File: config.mk
export PLATFORM = sky130hd
export DESIGN_NAME = gcpm_pin_mux
export DESIGN_NICKNAME = d
export VERILOG_FILES = /design/src/rtl/gcpm_clk_select.v /design/src/rtl/gcpm_strap_capture.v /design/src/rtl/gcpm_pin_mux.v
export VERILOG_INCLUDE_DIRS = /design/src /design/src/rtl
export SDC_FILE = /design/constraint.sdc
export NUM_CORES = 1
export LEC_CHECK = 0
export ABC_AREA = 1
export BUFFER_PORTS_ARGS = -buffer_cell sky130_fd_sc_hd__buf_4
export CORE_AREA = 4 4 88 90
export CTS_CLUSTER_SIZE = 14
export DETAILED_ROUTE_END_ITERATION = 16
export DIE_AREA = 0 0 92 94
export PLACE_DENSITY = 0.76
export SKIP_CTS_REPAIR_TIMING = 1
export SYNTH_ARGS = -nofsm -noshare
export SYNTH_HDL_FRONTEND = slang
export SYNTH_SLANG_ARGS = --single-unit
File: constraint.sdc
create_clock -name clock_in -period 1.8 [get_ports clock_in]
set_input_delay 0.27 -clock clock_in [delete_from_list [all_inputs] [get_ports clock_in]]
set_output_delay 0.27 -clock clock_in [all_outputs]
set_load 0.02 [all_outputs]
File: src/rtl/gcpm_defines.vh
// constants for the gpio / clock-output pin multiplexer
`ifndef GCPM_DEFINES_VH
`define GCPM_DEFINES_VH

// register indices (byte address = index * 4)
`define GCPM_IDX_PIN_SEL        12'h463
`define GCPM_IDX_STRAP_LO       12'h467
`define GCPM_PIN_SEL_RESET      16'h0000

// pin select field layout
`define GCPM_GP_SRC_HI          15
`define GCPM_GP_SRC_LO          13
`define GCPM_GP_SEL_HI          12
`define GCPM_GP_SEL_LO          10
`define GCPM_TXER_BIT           9
`define GCPM_CO_DIV_BIT         8
`define GCPM_CO_SRC_HI          7
`define GCPM_CO_SRC_LO          4
`define GCPM_CO_INV_BIT         3
`define GCPM_CO_SEL_HI          2
`define GCPM_CO_SEL_LO          0

// output select codes
`define GCPM_OSEL_LED           3'h0
`define GCPM_OSEL_CLK           3'h1
`define GCPM_OSEL_IRQ           3'h2
`define GCPM_OSEL_LOW           3'h3
`define GCPM_OSEL_ZERO          3'h6
`define GCPM_OSEL_ONE           3'h7

// clock source codes
`define GCPM_SRC_XTAL           4'h0
`define GCPM_SRC_LINE30         4'h1
`define GCPM_SRC_ADC30          4'h2
`define GCPM_SRC_FREE60         4'h3
`define GCPM_SRC_C7P5           4'h4
`define GCPM_SRC_PLL25          4'h5
`define GCPM_SRC_C2P5           4'h6
`define GCPM_SRC_MODEREF        4'h8
`define GCPM_SRC_RMII_RX        4'h9
`define GCPM_SRC_RMII_TX        4'hA
`define GCPM_SRC_MII_RX         4'hB
`define GCPM_SRC_RGMII_ALN      4'hC
`define GCPM_SRC_RGMII_SHF      4'hD

`define GCPM_STRAP_W            16
`define GCPM_STRAP_PINS         10
`define GCPM_REG_W              16

`endif

File: src/rtl/gcpm_clk_select.v
// clock source selector shared by both pin paths
`timescale 1ns/1ps
`include "gcpm_defines.vh"

module gcpm_clk_select (
    // source selection
    input  wire [3:0] src_in,
    // link status and the selectable clocks
    input  wire       link_master_in,
    input  wire       crystal_input_clock_in,
    input  wire       free30_in,
    input  wire       rec30_in,
    input  wire       adc30_in,
    input  wire       free60_in,
    input  wire       free7p5_in,
    input  wire       rec7p5_in,
    input  wire       pll25_in,
    input  wire       free2p5_in,
    input  wire       rec2p5_in,
    input  wire       mode_dependent_ref_clock_in,
    input  wire       rmii_rx50_in,
    input  wire       rmii_tx50_in,
    input  wire       mii_rx_clk_in,
    input  wire       rgmii_align_in,
    input  wire       rgmii_shift_in,
    // selected clock
    output reg        clk_sel_out
);

    // pick the source; unused codes give a quiet low level
    always @* begin
        case (src_in)
            `GCPM_SRC_XTAL:      clk_sel_out = crystal_input_clock_in;
            `GCPM_SRC_LINE30:    clk_sel_out = link_master_in ? free30_in : rec30_in;
            `GCPM_SRC_ADC30:     clk_sel_out = adc30_in;
            `GCPM_SRC_FREE60:    clk_sel_out = free60_in;
            `GCPM_SRC_C7P5:      clk_sel_out = link_master_in ? free7p5_in : rec7p5_in;
            `GCPM_SRC_PLL25:     clk_sel_out = pll25_in;
            `GCPM_SRC_C2P5:      clk_sel_out = link_master_in ? free2p5_in : rec2p5_in;
            `GCPM_SRC_MODEREF:   clk_sel_out = mode_dependent_ref_clock_in;
            `GCPM_SRC_RMII_RX:   clk_sel_out = rmii_rx50_in;
            `GCPM_SRC_RMII_TX:   clk_sel_out = rmii_tx50_in;
            `GCPM_SRC_MII_RX:    clk_sel_out = mii_rx_clk_in;
            `GCPM_SRC_RGMII_ALN: clk_sel_out = rgmii_align_in;
            `GCPM_SRC_RGMII_SHF: clk_sel_out = rgmii_shift_in;
            default:             clk_sel_out = 1'b0;
        endcase
    end

endmodule

File: src/rtl/gcpm_strap_capture.v
// strap capture: samples the strap pins once after reset release
`timescale 1ns/1ps
`include "gcpm_defines.vh"

module gcpm_strap_capture (
    // clock, reset, enable
    input  wire                          clock_in,
    input  wire                          nrst_in,
    input  wire                          ce_in,
    // strap pins
    input  wire [`GCPM_STRAP_PINS-1:0]   strap_pins_in,
    // captured vector
    output wire [`GCPM_STRAP_W-1:0]      strap_out
);

    reg [`GCPM_STRAP_PINS-1:0] strap_ff;
    reg                        done_ff;

    // a clocked capture, because an async reset may only load constants
    always @(posedge clock_in or negedge nrst_in) begin
        if (!nrst_in) begin
            strap_ff <= {`GCPM_STRAP_PINS{1'b0}};
            done_ff  <= 1'b0;
        end else if (ce_in && !done_ff) begin
            strap_ff <= strap_pins_in;
            done_ff  <= 1'b1;
        end
    end

    // upper bits are owned elsewhere and read zero
    assign strap_out = {{(`GCPM_STRAP_W-`GCPM_STRAP_PINS){1'b0}}, strap_ff};

endmodule

File: src/rtl/gcpm_pin_mux.v
// gpio and clock-output pin multiplexer with wishbone register slave
//
// Register access over Wishbone was left to the implementer.
`timescale 1ns/1ps
`include "gcpm_defines.vh"

// Contract
// The gpio pin select field picks LED1, clock, interrupt, low, zero or one; 4 and 5 reserved.
// The gpio clock source field picks one of seven internal clocks, codes 0 to 6.
// Sources 1, 4 and 6 are free when link master, recovered when slave; 5 is the PLL reference.
// The clock-output pin select field uses the same encoding as the gpio pin.
// The clock-output source field accepts 0 to 6 plus 9 to 13 for MAC-side clocks.
// Clock-output source 8 is the reference clock, 50 MHz in RMII and 25 MHz otherwise.
// The divide-enable bit halves the clock-output pin clock.
// The invert-enable bit inverts the clock-output pin clock.
// The tx-error bit makes the second LED pin the MII transmit-error input.
// The strap register reports sampled strap bits, pins mapped to bits 0 to 9.
// Straps are captured once after reset release and writes to them are ignored.
module gcpm_pin_mux (
    // clock, reset, enable
    input  wire        clock_in,
    input  wire        nrst_in,
    input  wire        ce_in,
    // wishbone slave
    input  wire        wb_cyc_in,
    input  wire        wb_stb_in,
    input  wire        wb_we_in,
    input  wire [13:0] wb_adr_in,
    input  wire [3:0]  wb_sel_in,
    input  wire [31:0] wb_dat_in,
    output reg  [31:0] wb_dat_out,
    output reg         wb_ack_out,
    output reg         wb_err_out,
    // pin function sources
    input  wire        led1_ind_in,
    input  wire        led2_ind_in,
    input  wire        irq_in,
    input  wire        led2_pin_in,
    // clock sources
    input  wire        link_master_in,
    input  wire        crystal_input_clock_in,
    input  wire        free30_in,
    input  wire        rec30_in,
    input  wire        adc30_in,
    input  wire        free60_in,
    input  wire        free7p5_in,
    input  wire        rec7p5_in,
    input  wire        pll25_in,
    input  wire        free2p5_in,
    input  wire        rec2p5_in,
    input  wire        mode_dependent_ref_clock_in,
    input  wire        rmii_rx50_in,
    input  wire        rmii_tx50_in,
    input  wire        mii_rx_clk_in,
    input  wire        rgmii_align_in,
    input  wire        rgmii_shift_in,
    // strap pins: rx_d3, rx_d2, rx_d1, rx_d0, clkout, rx_ctrl, rx_er, led2, led0, gpio
    input  wire [9:0]  strap_pins_in,
    // pin outputs
    output reg         gpio_pin_out,
    output reg         clkout_pin_out,
    output reg         led2_drive_en_out,
    output reg         led2_led_out,
    output reg         tx_error_out
);

    reg  [15:0] pin_sel_ff;
    reg  [15:0] nxt_pin_sel;
    reg         div_ff;
    reg         nxt_gpio;
    reg         nxt_clkout;
    reg  [31:0] nxt_rdata;
    reg         nxt_ack;
    reg         nxt_err;
    wire        gp_clk;
    wire        co_clk;
    wire        co_shaped;
    wire [15:0] strap_vec;
    wire        wb_req;
    wire        hit_sel;
    wire        hit_strap;
    wire [2:0]  gp_sel;
    wire [2:0]  co_sel;
    wire [3:0]  co_src;

    // output select decoding shared by both pins
    function pin_mux_f;
        input [2:0] sel;
        input       led;
        input       clk;
        input       irq;
        begin
            case (sel)
                `GCPM_OSEL_LED:  pin_mux_f = led;
                `GCPM_OSEL_CLK:  pin_mux_f = clk;
                `GCPM_OSEL_IRQ:  pin_mux_f = irq;
                `GCPM_OSEL_LOW:  pin_mux_f = 1'b0;
                `GCPM_OSEL_ZERO: pin_mux_f = 1'b0;
                `GCPM_OSEL_ONE:  pin_mux_f = 1'b1;
                default:         pin_mux_f = 1'b0; // reserved codes hold low
            endcase
        end
    endfunction

    // field extraction
    assign gp_sel = pin_sel_ff[`GCPM_GP_SEL_HI:`GCPM_GP_SEL_LO];
    assign co_sel = pin_sel_ff[`GCPM_CO_SEL_HI:`GCPM_CO_SEL_LO];
    assign co_src = pin_sel_ff[`GCPM_CO_SRC_HI:`GCPM_CO_SRC_LO];

    // gpio clock: three-bit field, top bit of selector held zero
    gcpm_clk_select u_gp_clk (
        .src_in                      ({1'b0, pin_sel_ff[`GCPM_GP_SRC_HI:`GCPM_GP_SRC_LO]}),
        .link_master_in              (link_master_in),
        .crystal_input_clock_in      (crystal_input_clock_in),
        .free30_in                   (free30_in),
        .rec30_in                    (rec30_in),
        .adc30_in                    (adc30_in),
        .free60_in                   (free60_in),
        .free7p5_in                  (free7p5_in),
        .rec7p5_in                   (rec7p5_in),
        .pll25_in                    (pll25_in),
        .free2p5_in                  (free2p5_in),
        .rec2p5_in                   (rec2p5_in),
        .mode_dependent_ref_clock_in (mode_dependent_ref_clock_in),
        .rmii_rx50_in                (rmii_rx50_in),
        .rmii_tx50_in                (rmii_tx50_in),
        .mii_rx_clk_in               (mii_rx_clk_in),
        .rgmii_align_in              (rgmii_align_in),
        .rgmii_shift_in              (rgmii_shift_in),
        .clk_sel_out                 (gp_clk)
    );

    // clock-output clock: full four-bit field
    gcpm_clk_select u_co_clk (
        .src_in                      (co_src),
        .link_master_in              (link_master_in),
        .crystal_input_clock_in      (crystal_input_clock_in),
        .free30_in                   (free30_in),
        .rec30_in                    (rec30_in),
        .adc30_in                    (adc30_in),
        .free60_in                   (free60_in),
        .free7p5_in                  (free7p5_in),
        .rec7p5_in                   (rec7p5_in),
        .pll25_in                    (pll25_in),
        .free2p5_in                  (free2p5_in),
        .rec2p5_in                   (rec2p5_in),
        .mode_dependent_ref_clock_in (mode_dependent_ref_clock_in),
        .rmii_rx50_in                (rmii_rx50_in),
        .rmii_tx50_in                (rmii_tx50_in),
        .mii_rx_clk_in               (mii_rx_clk_in),
        .rgmii_align_in              (rgmii_align_in),
        .rgmii_shift_in              (rgmii_shift_in),
        .clk_sel_out                 (co_clk)
    );

    // strap capture
    gcpm_strap_capture u_strap (
        .clock_in      (clock_in),
        .nrst_in       (nrst_in),
        .ce_in         (ce_in),
        .strap_pins_in (strap_pins_in),
        .strap_out     (strap_vec)
    );

    // divide by two: toggles on each sampled rise of the selected clock.
    // sources are sampled at 50 MHz, so only slow clocks survive faithfully;
    // a true clock-tree divider belongs in the pad ring.
    reg co_clk_q_ff;
    always @(posedge clock_in or negedge nrst_in) begin
        if (!nrst_in) begin
            co_clk_q_ff <= 1'b0;
            div_ff      <= 1'b0;
        end else if (ce_in) begin
            co_clk_q_ff <= co_clk;
            if (co_clk && !co_clk_q_ff) begin
                div_ff <= ~div_ff;
            end
        end
    end

    // divide then invert, each optional
    assign co_shaped = (pin_sel_ff[`GCPM_CO_DIV_BIT] ? div_ff : co_clk)
                       ^ pin_sel_ff[`GCPM_CO_INV_BIT];

    // pin output selection
    always @* begin
        nxt_gpio   = pin_mux_f(gp_sel, led1_ind_in, gp_clk, irq_in);
        nxt_clkout = pin_mux_f(co_sel, led1_ind_in, co_shaped, irq_in);
    end

    // wishbone decode: word index is address bits above the byte lanes
    assign wb_req    = wb_cyc_in && wb_stb_in && !wb_ack_out && !wb_err_out;
    assign hit_sel   = (wb_adr_in[13:2] == `GCPM_IDX_PIN_SEL);
    assign hit_strap = (wb_adr_in[13:2] == `GCPM_IDX_STRAP_LO);

    // register write and read mux
    always @* begin
        nxt_pin_sel = pin_sel_ff;
        nxt_rdata   = 32'h00000000;
        nxt_ack     = 1'b0;
        nxt_err     = 1'b0;
        if (wb_req) begin
            if (hit_sel) begin
                nxt_ack   = 1'b1;
                nxt_rdata = {16'h0000, pin_sel_ff};
                if (wb_we_in) begin
                    if (wb_sel_in[0]) begin
                        nxt_pin_sel[7:0] = wb_dat_in[7:0];
                    end
                    if (wb_sel_in[1]) begin
                        nxt_pin_sel[15:8] = wb_dat_in[15:8];
                    end
                end
            end else if (hit_strap) begin
                nxt_ack   = 1'b1;                   // writes acknowledged, dropped
                nxt_rdata = {16'h0000, strap_vec};
            end else begin
                nxt_err = 1'b1; // unmapped address
            end
        end
    end

    // registers and registered outputs
    always @(posedge clock_in or negedge nrst_in) begin
        if (!nrst_in) begin
            pin_sel_ff        <= `GCPM_PIN_SEL_RESET;
            wb_dat_out        <= 32'h00000000;
            wb_ack_out        <= 1'b0;
            wb_err_out        <= 1'b0;
            gpio_pin_out      <= 1'b0;
            clkout_pin_out    <= 1'b0;
            led2_drive_en_out <= 1'b1;
            led2_led_out      <= 1'b0;
            tx_error_out      <= 1'b0;
        end else if (ce_in) begin
            pin_sel_ff     <= nxt_pin_sel;
            wb_dat_out     <= nxt_rdata;
            wb_ack_out     <= nxt_ack;
            wb_err_out     <= nxt_err;
            gpio_pin_out   <= nxt_gpio;
            clkout_pin_out <= nxt_clkout;
            // led2 becomes an input carrying transmit error when enabled
            led2_drive_en_out <= ~pin_sel_ff[`GCPM_TXER_BIT];
            led2_led_out      <= led2_ind_in;
            tx_error_out      <= pin_sel_ff[`GCPM_TXER_BIT] ? led2_pin_in : 1'b0;
        end
    end

endmodule

==> flow_metrics.tcl, run 1 <==
set metrics [dict create \
    status "finished with violations" \
    violations "hold timing" \
    r2r_cells 13 \
    final_max_slew_viol_count 0 \
    num-fill-cells 684 \
    cts_sinks 52 \
    htree_num_levels 2 \
    cts_buffers 5 \
    grt_pass1_wl_um 10450 \
    utilization_pct 49.88 \
    num_rows 31 \
    ant_nets 0 \
    syn2layout_area_growth_pct 30.88 \
    endpoint_kind "flip-flop" \
    grt_use_total_pct 14.98 \
    multi_input_area_mm2 0.001146 \
    postSynthCellCount 295 \
    clockBufferDepth 2 \
    grt_pass1_vias 2254 \
    cts.clk_slew.worst_paths_ns 0.08 \
    ys_warn_count 0 \
    critPathLaunchType "flip-flop" \
    routabilityCongestion 0.7676 \
    critical_path_required_ns 1.98 \
    design_area_mm2 0.003521 \
    cp_num_cells 13 \
    io_buffer_count 89 \
    final.setup.tns_ns 0 \
    hp-class "in -> async" \
    io_pins 126 \
    crit_fanout 8 \
    whs_ns -0.008332 \
    synth_seq_area_share_pct 48.42 \
    fp.dieW_um 92 \
    clock_power_share_pct 31.5 \
    coreArea_mm2 0.007059 \
    criticalPathCategory "reg -> reg" \
    antennaDiodeCount 0 \
    finalNetCount 475 \
    dieArea_mm2 0.008648 \
    rsz0062_at_grt "false" \
    syn-cell-area_mm2 0.002690 \
    skew_ns 0.004758 \
    slew_headroom_pct 57.48 \
    swShare_pct 23.15 \
    mostFrequentLayoutCells "buf_4, nand2_1, dfrtp_1" \
    power_density_mw_per_mm2 613.6 \
    cts_tree "built" \
    drive_above_1_share_pct 32.99 \
    tightestPinTransition_ns 0.6377 \
    cts-root-buf "clkbuf_8" \
    routedWlPerCell_um 13.30 \
    maxCapViolations 0 \
    dpl-instance-area_mm2 0.003425 \
    drtIter0Drc 69 \
    final_common_cell "buf_4" \
    hold_viol 8 \
    cpMostUsedCell "nand2_1" \
    finalCritPeriodShare_pct 88.66 \
    power.leakage_uw 0.001870 \
    path_cells "inv_1, nand2_1, inv_1, nand3_1, nand3_1, nor2_1, nand3_1, nand2_1, nand2_1, nand3_1, nand2_1, nand2_1, nand2_1" \
    vdd_ir_drop_max_mv 0.4487 \
    clock.fmax_ghz 0.6266 \
    crit_buf_inv 2 \
    clkLatencyLatePin_ns 0.29 \
    arrival_ns 1.78 \
    dp_hpwl_um 5199 \
    seq_power_share_pct 55.7 \
    synth.ff_latch_count 52 \
    grt_overflow_total 0 \
    syn_avg_cell_area_um2 9.119 \
    synth_cell_types 34 \
    min_period_ns 1.596 \
    start_util_pct 38.11 \
    grt_max_degree 53 \
    p_int_uw 1660 \
    die_h_um 94 \
    viasPerCell 4.758 \
    slowest_stage "dfrtp_1" \
    critPathMaxStageDelay_ns 0.47 \
    seqCellArea_mm2 0.001303 \
    drc 0 \
    rrSetupSlack_ns 0.20 \
    first_pass_iters 4 \
    critPathTopFamily "simple AND/OR/NAND/NOR gates" \
    grt_antenna_before_repair 0 \
    setup_viol 0 \
    combPwrFrac_pct 12.8 \
    vias 2317 \
    p_sw_uw 500.2 \
    drt_wl_total_um 6476 \
]
[logic make-up (layout without fill, tap and decap cells)]
group / after synthesis / count (layout) / share of synthesized area (%)
and+or+nand+nor: 115 / 115 / 20.37
buffers and inverters: 62 / 140 / 11.07
other: 1 / 16 / 0.1394
xor gates and xnor gates: 1 / 1 / 0.3256
DFF: 52 / 52 / 48.42
AOI/OAI and AO/OA: 47 / 47 / 12.28
muxes: 17 / 17 / 7.395
[sequential cells by signal, summed over array words and instances (netlist names)]
name,count
co_clk_q_ff,1
led2_drive_en_out,1
u_strap.strap_ff,10
gpio_pin_out,1
wb_ack_out,1
div_ff,1
u_strap.done_ff,1
clkout_pin_out,1
tx_error_out,1
led2_led_out,1
wb_err_out,1
pin_sel_ff,16
wb_dat_out,16
[power by group through the flow]
stage               Combinational (uW)  Clock [uW]  Sequential (uW)
floorplan                          120           0             1230
global placement                   273           0             1220
detailed placement                 278           0             1230
CTS                                280         704             1200
global route                       303         753             1210
finish                             277         681             1200
[final timing paths]
path,end,from
setup / recovery,clkout_pin_out,pin_sel_ff[5]
hold / removal,pin_sel_ff[13],nrst_in
setup reg to reg,clkout_pin_out,pin_sel_ff[5]
hold reg to reg,u_strap.done_ff,u_strap.done_ff
max in group asynchronous,u_strap.strap_ff[6],nrst_in
min in group clock_in,led2_led_out,led2_ind_in
[through the flow]
step           power (uW)  instances  worst slack, ns
3_3_place_gp         1496        480           0.1682
2_1_floorplan        1352        310           0.2732
5_1_grt              2262        487          0.02187
3_5_place_dp         1504        480           0.1315
4_1_cts              2186        487           0.1971
6_report             2160        487           0.2041
[area by class of cell]
cell class,count,area share (%)
clock buffer,7,2.736
sequential,52,36.99
tap,99,3.518
multi-input combinational,196,32.55
inverter,39,4.158
timing repair buffer,94,20.04
[layer usage]
| layer | share of wire [%] | global-route usage [%] | up-vias |
|---|---|---|---|
| met5 | 0 | 0 | - |
| met4 | 1.1 | 3.589 | 0 |
| met3 | 7.6 | 4.167 | 6 |
| met2 | 49 | 25.97 | 74 |
| met1 | 42 | 18.52 | 1092 |
| li1 | - | - | 1145 |
[synthesized netlist by cell type]
library cell / n / area [um2]
nand2_1: 53 / 198.9
dfrtp_1: 51 / 1276
inv_1: 37 / 138.9
nor2_1: 27 / 101.4
nand3_1: 18 / 90.09
buf_4: 16 / 120.1
mux2_2: 15 / 168.9
a21oi_1: 10 / 50.05
a22o_1: 9 / 78.83
o21ai_0: 8 / 40.04
o22ai_1: 8 / 50.05
a32o_1: 7 / 70.07
nand4_1: 5 / 31.28
buf_2: 3 / 15.01
clkbuf_1: 3 / 11.26
mux2_4: 2 / 30.03
nand2_2: 2 / 12.51
nand4_4: 2 / 42.54
nor4_1: 2 / 12.51
o211ai_1: 2 / 15.01
o221ai_1: 2 / 17.52
a311oi_1: 1 / 8.760
clkbuf_2: 1 / 5.000
clkinv_1: 1 / 3.750
conb_1: 1 / 3.750
dfstp_2: 1 / 26.28
inv_2: 1 / 3.750
nor2_4: 1 / 11.26
nor3_1: 1 / 5.000
nor3_2: 1 / 10.01
nor3b_1: 1 / 7.510
nor3b_4: 1 / 18.77
or2_2: 1 / 6.260
xor2_1: 1 / 8.760
No activity file was read; power rests on OpenSTA's default activity.
==> run 2, diff against run 1 <==
- HOLD_SLACK_MARGIN: default -> 0.08
- clock period: 1.8 -> 1.57 ns (I/O delays scaled with it)
==> run 2 against run 1 <==
  * The run now ends clean
  * Clock skew about the same
  * Via count up 3.7%
  * Worst setup slack lost 0.15 ns
  * Core utilization rose by 2.5 points
  * Count of clock-buffer cells in the layout is the same
  * Combinational power rose by 23%
  * Critical endpoint is now pin_sel_ff[0]
  * Highest routed layer unchanged
==> flow_metrics.tcl, run 2 (synthesis gave the netlist of run 1 again) <==
set metrics [dict create \
    grt_max_degree 53 \
    first_pass_iters 6 \
    syn2layout_area_growth_pct 37.40 \
    hp-class "in -> reg" \
    die_h_um 94 \
    grt_antenna_before_repair 0 \
    grt_pass1_vias 2234 \
    grt_pass1_wl_um 10470 \
    vias 2402 \
    drive_above_1_share_pct 38.61 \
    slowest_stage "dfrtp_1" \
    finalNetCount 490 \
    finalCritPeriodShare_pct 96.62 \
    path_cells "inv_1, nand4_1, nor2_4, nand4_4, mux2_4" \
    critPathLaunchType "flip-flop" \
    cts_buffers 5 \
    routedWlPerCell_um 13.57 \
    coreArea_mm2 0.007059 \
    skew_ns 0.004460 \
    r2r_cells 5 \
    critPathTopFamily "simple AND/OR/NAND/NOR gates" \
    cts-root-buf "clkbuf_8" \
    final_common_cell "buf_4" \
    fp.dieW_um 92 \
    endpoint_kind "flip-flop" \
    drc 0 \
    mostFrequentLayoutCells "buf_4, nand2_1, dfrtp_1" \
    clkLatencyLatePin_ns 0.29 \
    hold_path_end "led2_led_out" \
    crit_fanout 8 \
    io_pins 126 \
    io_buffer_count 89 \
    r2r_end "pin_sel_ff[0]" \
    start_util_pct 38.11 \
    cts.clk_slew.worst_paths_ns 0.09 \
    power.leakage_uw 0.001971 \
    rsz0062_at_grt "true" \
    viasPerCell 4.775 \
    setup_viol 0 \
    final_max_slew_viol_count 0 \
    whs_ns 0.1426 \
    clock.fmax_ghz 0.6593 \
    reg2reg_from "wb_err_out" \
    drt_wl_total_um 6827 \
    slew_headroom_pct 55.99 \
    grt_use_total_pct 15.08 \
    vdd_ir_drop_max_mv 0.3261 \
    drtIter0Drc 71 \
    maxCapViolations 0 \
    status "finished clean" \
    antennaDiodeCount 0 \
    cts_sinks 52 \
    hp-start "led2_ind_in" \
    critPathMaxStageDelay_ns 0.40 \
    ant_nets 0 \
    routabilityCongestion 0.8017 \
    min_period_ns 1.517 \
    dp_hpwl_um 5281 \
    hold_viol 0 \
    power_density_mw_per_mm2 676.5 \
    cts_tree "built" \
    crit_buf_inv 1 \
    tightestPinTransition_ns 0.6602 \
    num_rows 31 \
    num-fill-cells 671 \
    arrival_ns 1.70 \
    grt_overflow_total 0 \
    dieArea_mm2 0.008648 \
    clockBufferDepth 2 \
    worstHoldPathCells 3 \
    rrSetupSlack_ns 0.05 \
    critical_path_required_ns 1.75 \
    criticalPathCategory "reg -> reg" \
    reg_top3 "pin_sel_ff: 16 flops, wb_dat_out: 16 flops, u_strap.strap_ff: 10 flops" \
    htree_num_levels 2 \
    final.setup.tns_ns 0 \
]
==> run 2: worst register-to-register path, stage by stage, from the launching register on <==
cell and delay (ns):
dfrtp_1 0.40, inv_1 0.08, nand4_1 0.12, nor2_4 0.22
nand4_4 0.22, mux2_4 0.36
==> run 2: final cells by class <==
class,instances,area (um2),share of cell area (%)
Sequential cell,52,1304,35.27
Clock buffer,7,86.33,2.336
Tap cell,99,123.9,3.351
Inverter,39,148.9,4.028
Clock inverter,1,7.507,0.2031
Timing Repair Buffer,109,828.3,22.41
Multi-Input combinational cell,196,1197,32.40
==> run 2: stage by stage <==
| stage | utilization (%) | area (um2) | cells | worst slack [ns] | total power, uW |
|---|---|---|---|---|---|
| finish | 52.36 | 3696 | 503 | 0.05313 | 2500 |
| global route | 52.36 | 3696 | 503 | -0.07533 | 2623 |
| CTS | 51.01 | 3601 | 499 | 0.01231 | 2515 |
| detailed placement | 49.68 | 3507 | 491 | -0.06788 | 1735 |
| global placement | 49.68 | 3507 | 491 | -0.02710 | 1727 |
| floorplan | - | 2746 | 310 | 0.04317 | 1551 |
==> run 2: worst max path at each step <==
stage	startpoint	endpoint	slack, ns	depth (start not counted)
3_3_place_gp	wb_adr_in[6]	pin_sel_ff[15]	-0.03	6
5_1_grt	pin_sel_ff[5]	div_ff	-0.08	10
2_1_floorplan	wb_err_out	pin_sel_ff[15]	0.04	5
6_report	wb_err_out	pin_sel_ff[0]	0.05	5
4_1_cts	pin_sel_ff[5]	clkout_pin_out	0.01	13
3_5_place_dp	wb_adr_in[6]	pin_sel_ff[15]	-0.07	6
==> run 2: layer usage <==
metal	track usage (%)	share of wire, %	up-vias
li1	-	-	1171
met1	18.26	41	1133
met2	26.64	50	85
met3	4.647	7.6	13
met4	2.847	1.5	0
met5	0	0	-
==> run 2: where the power goes <==
part	switching (uW)	internal (uW)	leakage [uW]	total, uW
clock	421	359	0.0000445	780
combinational	177	164	0.00127	341
sequential	16.1	1360	0.000659	1380
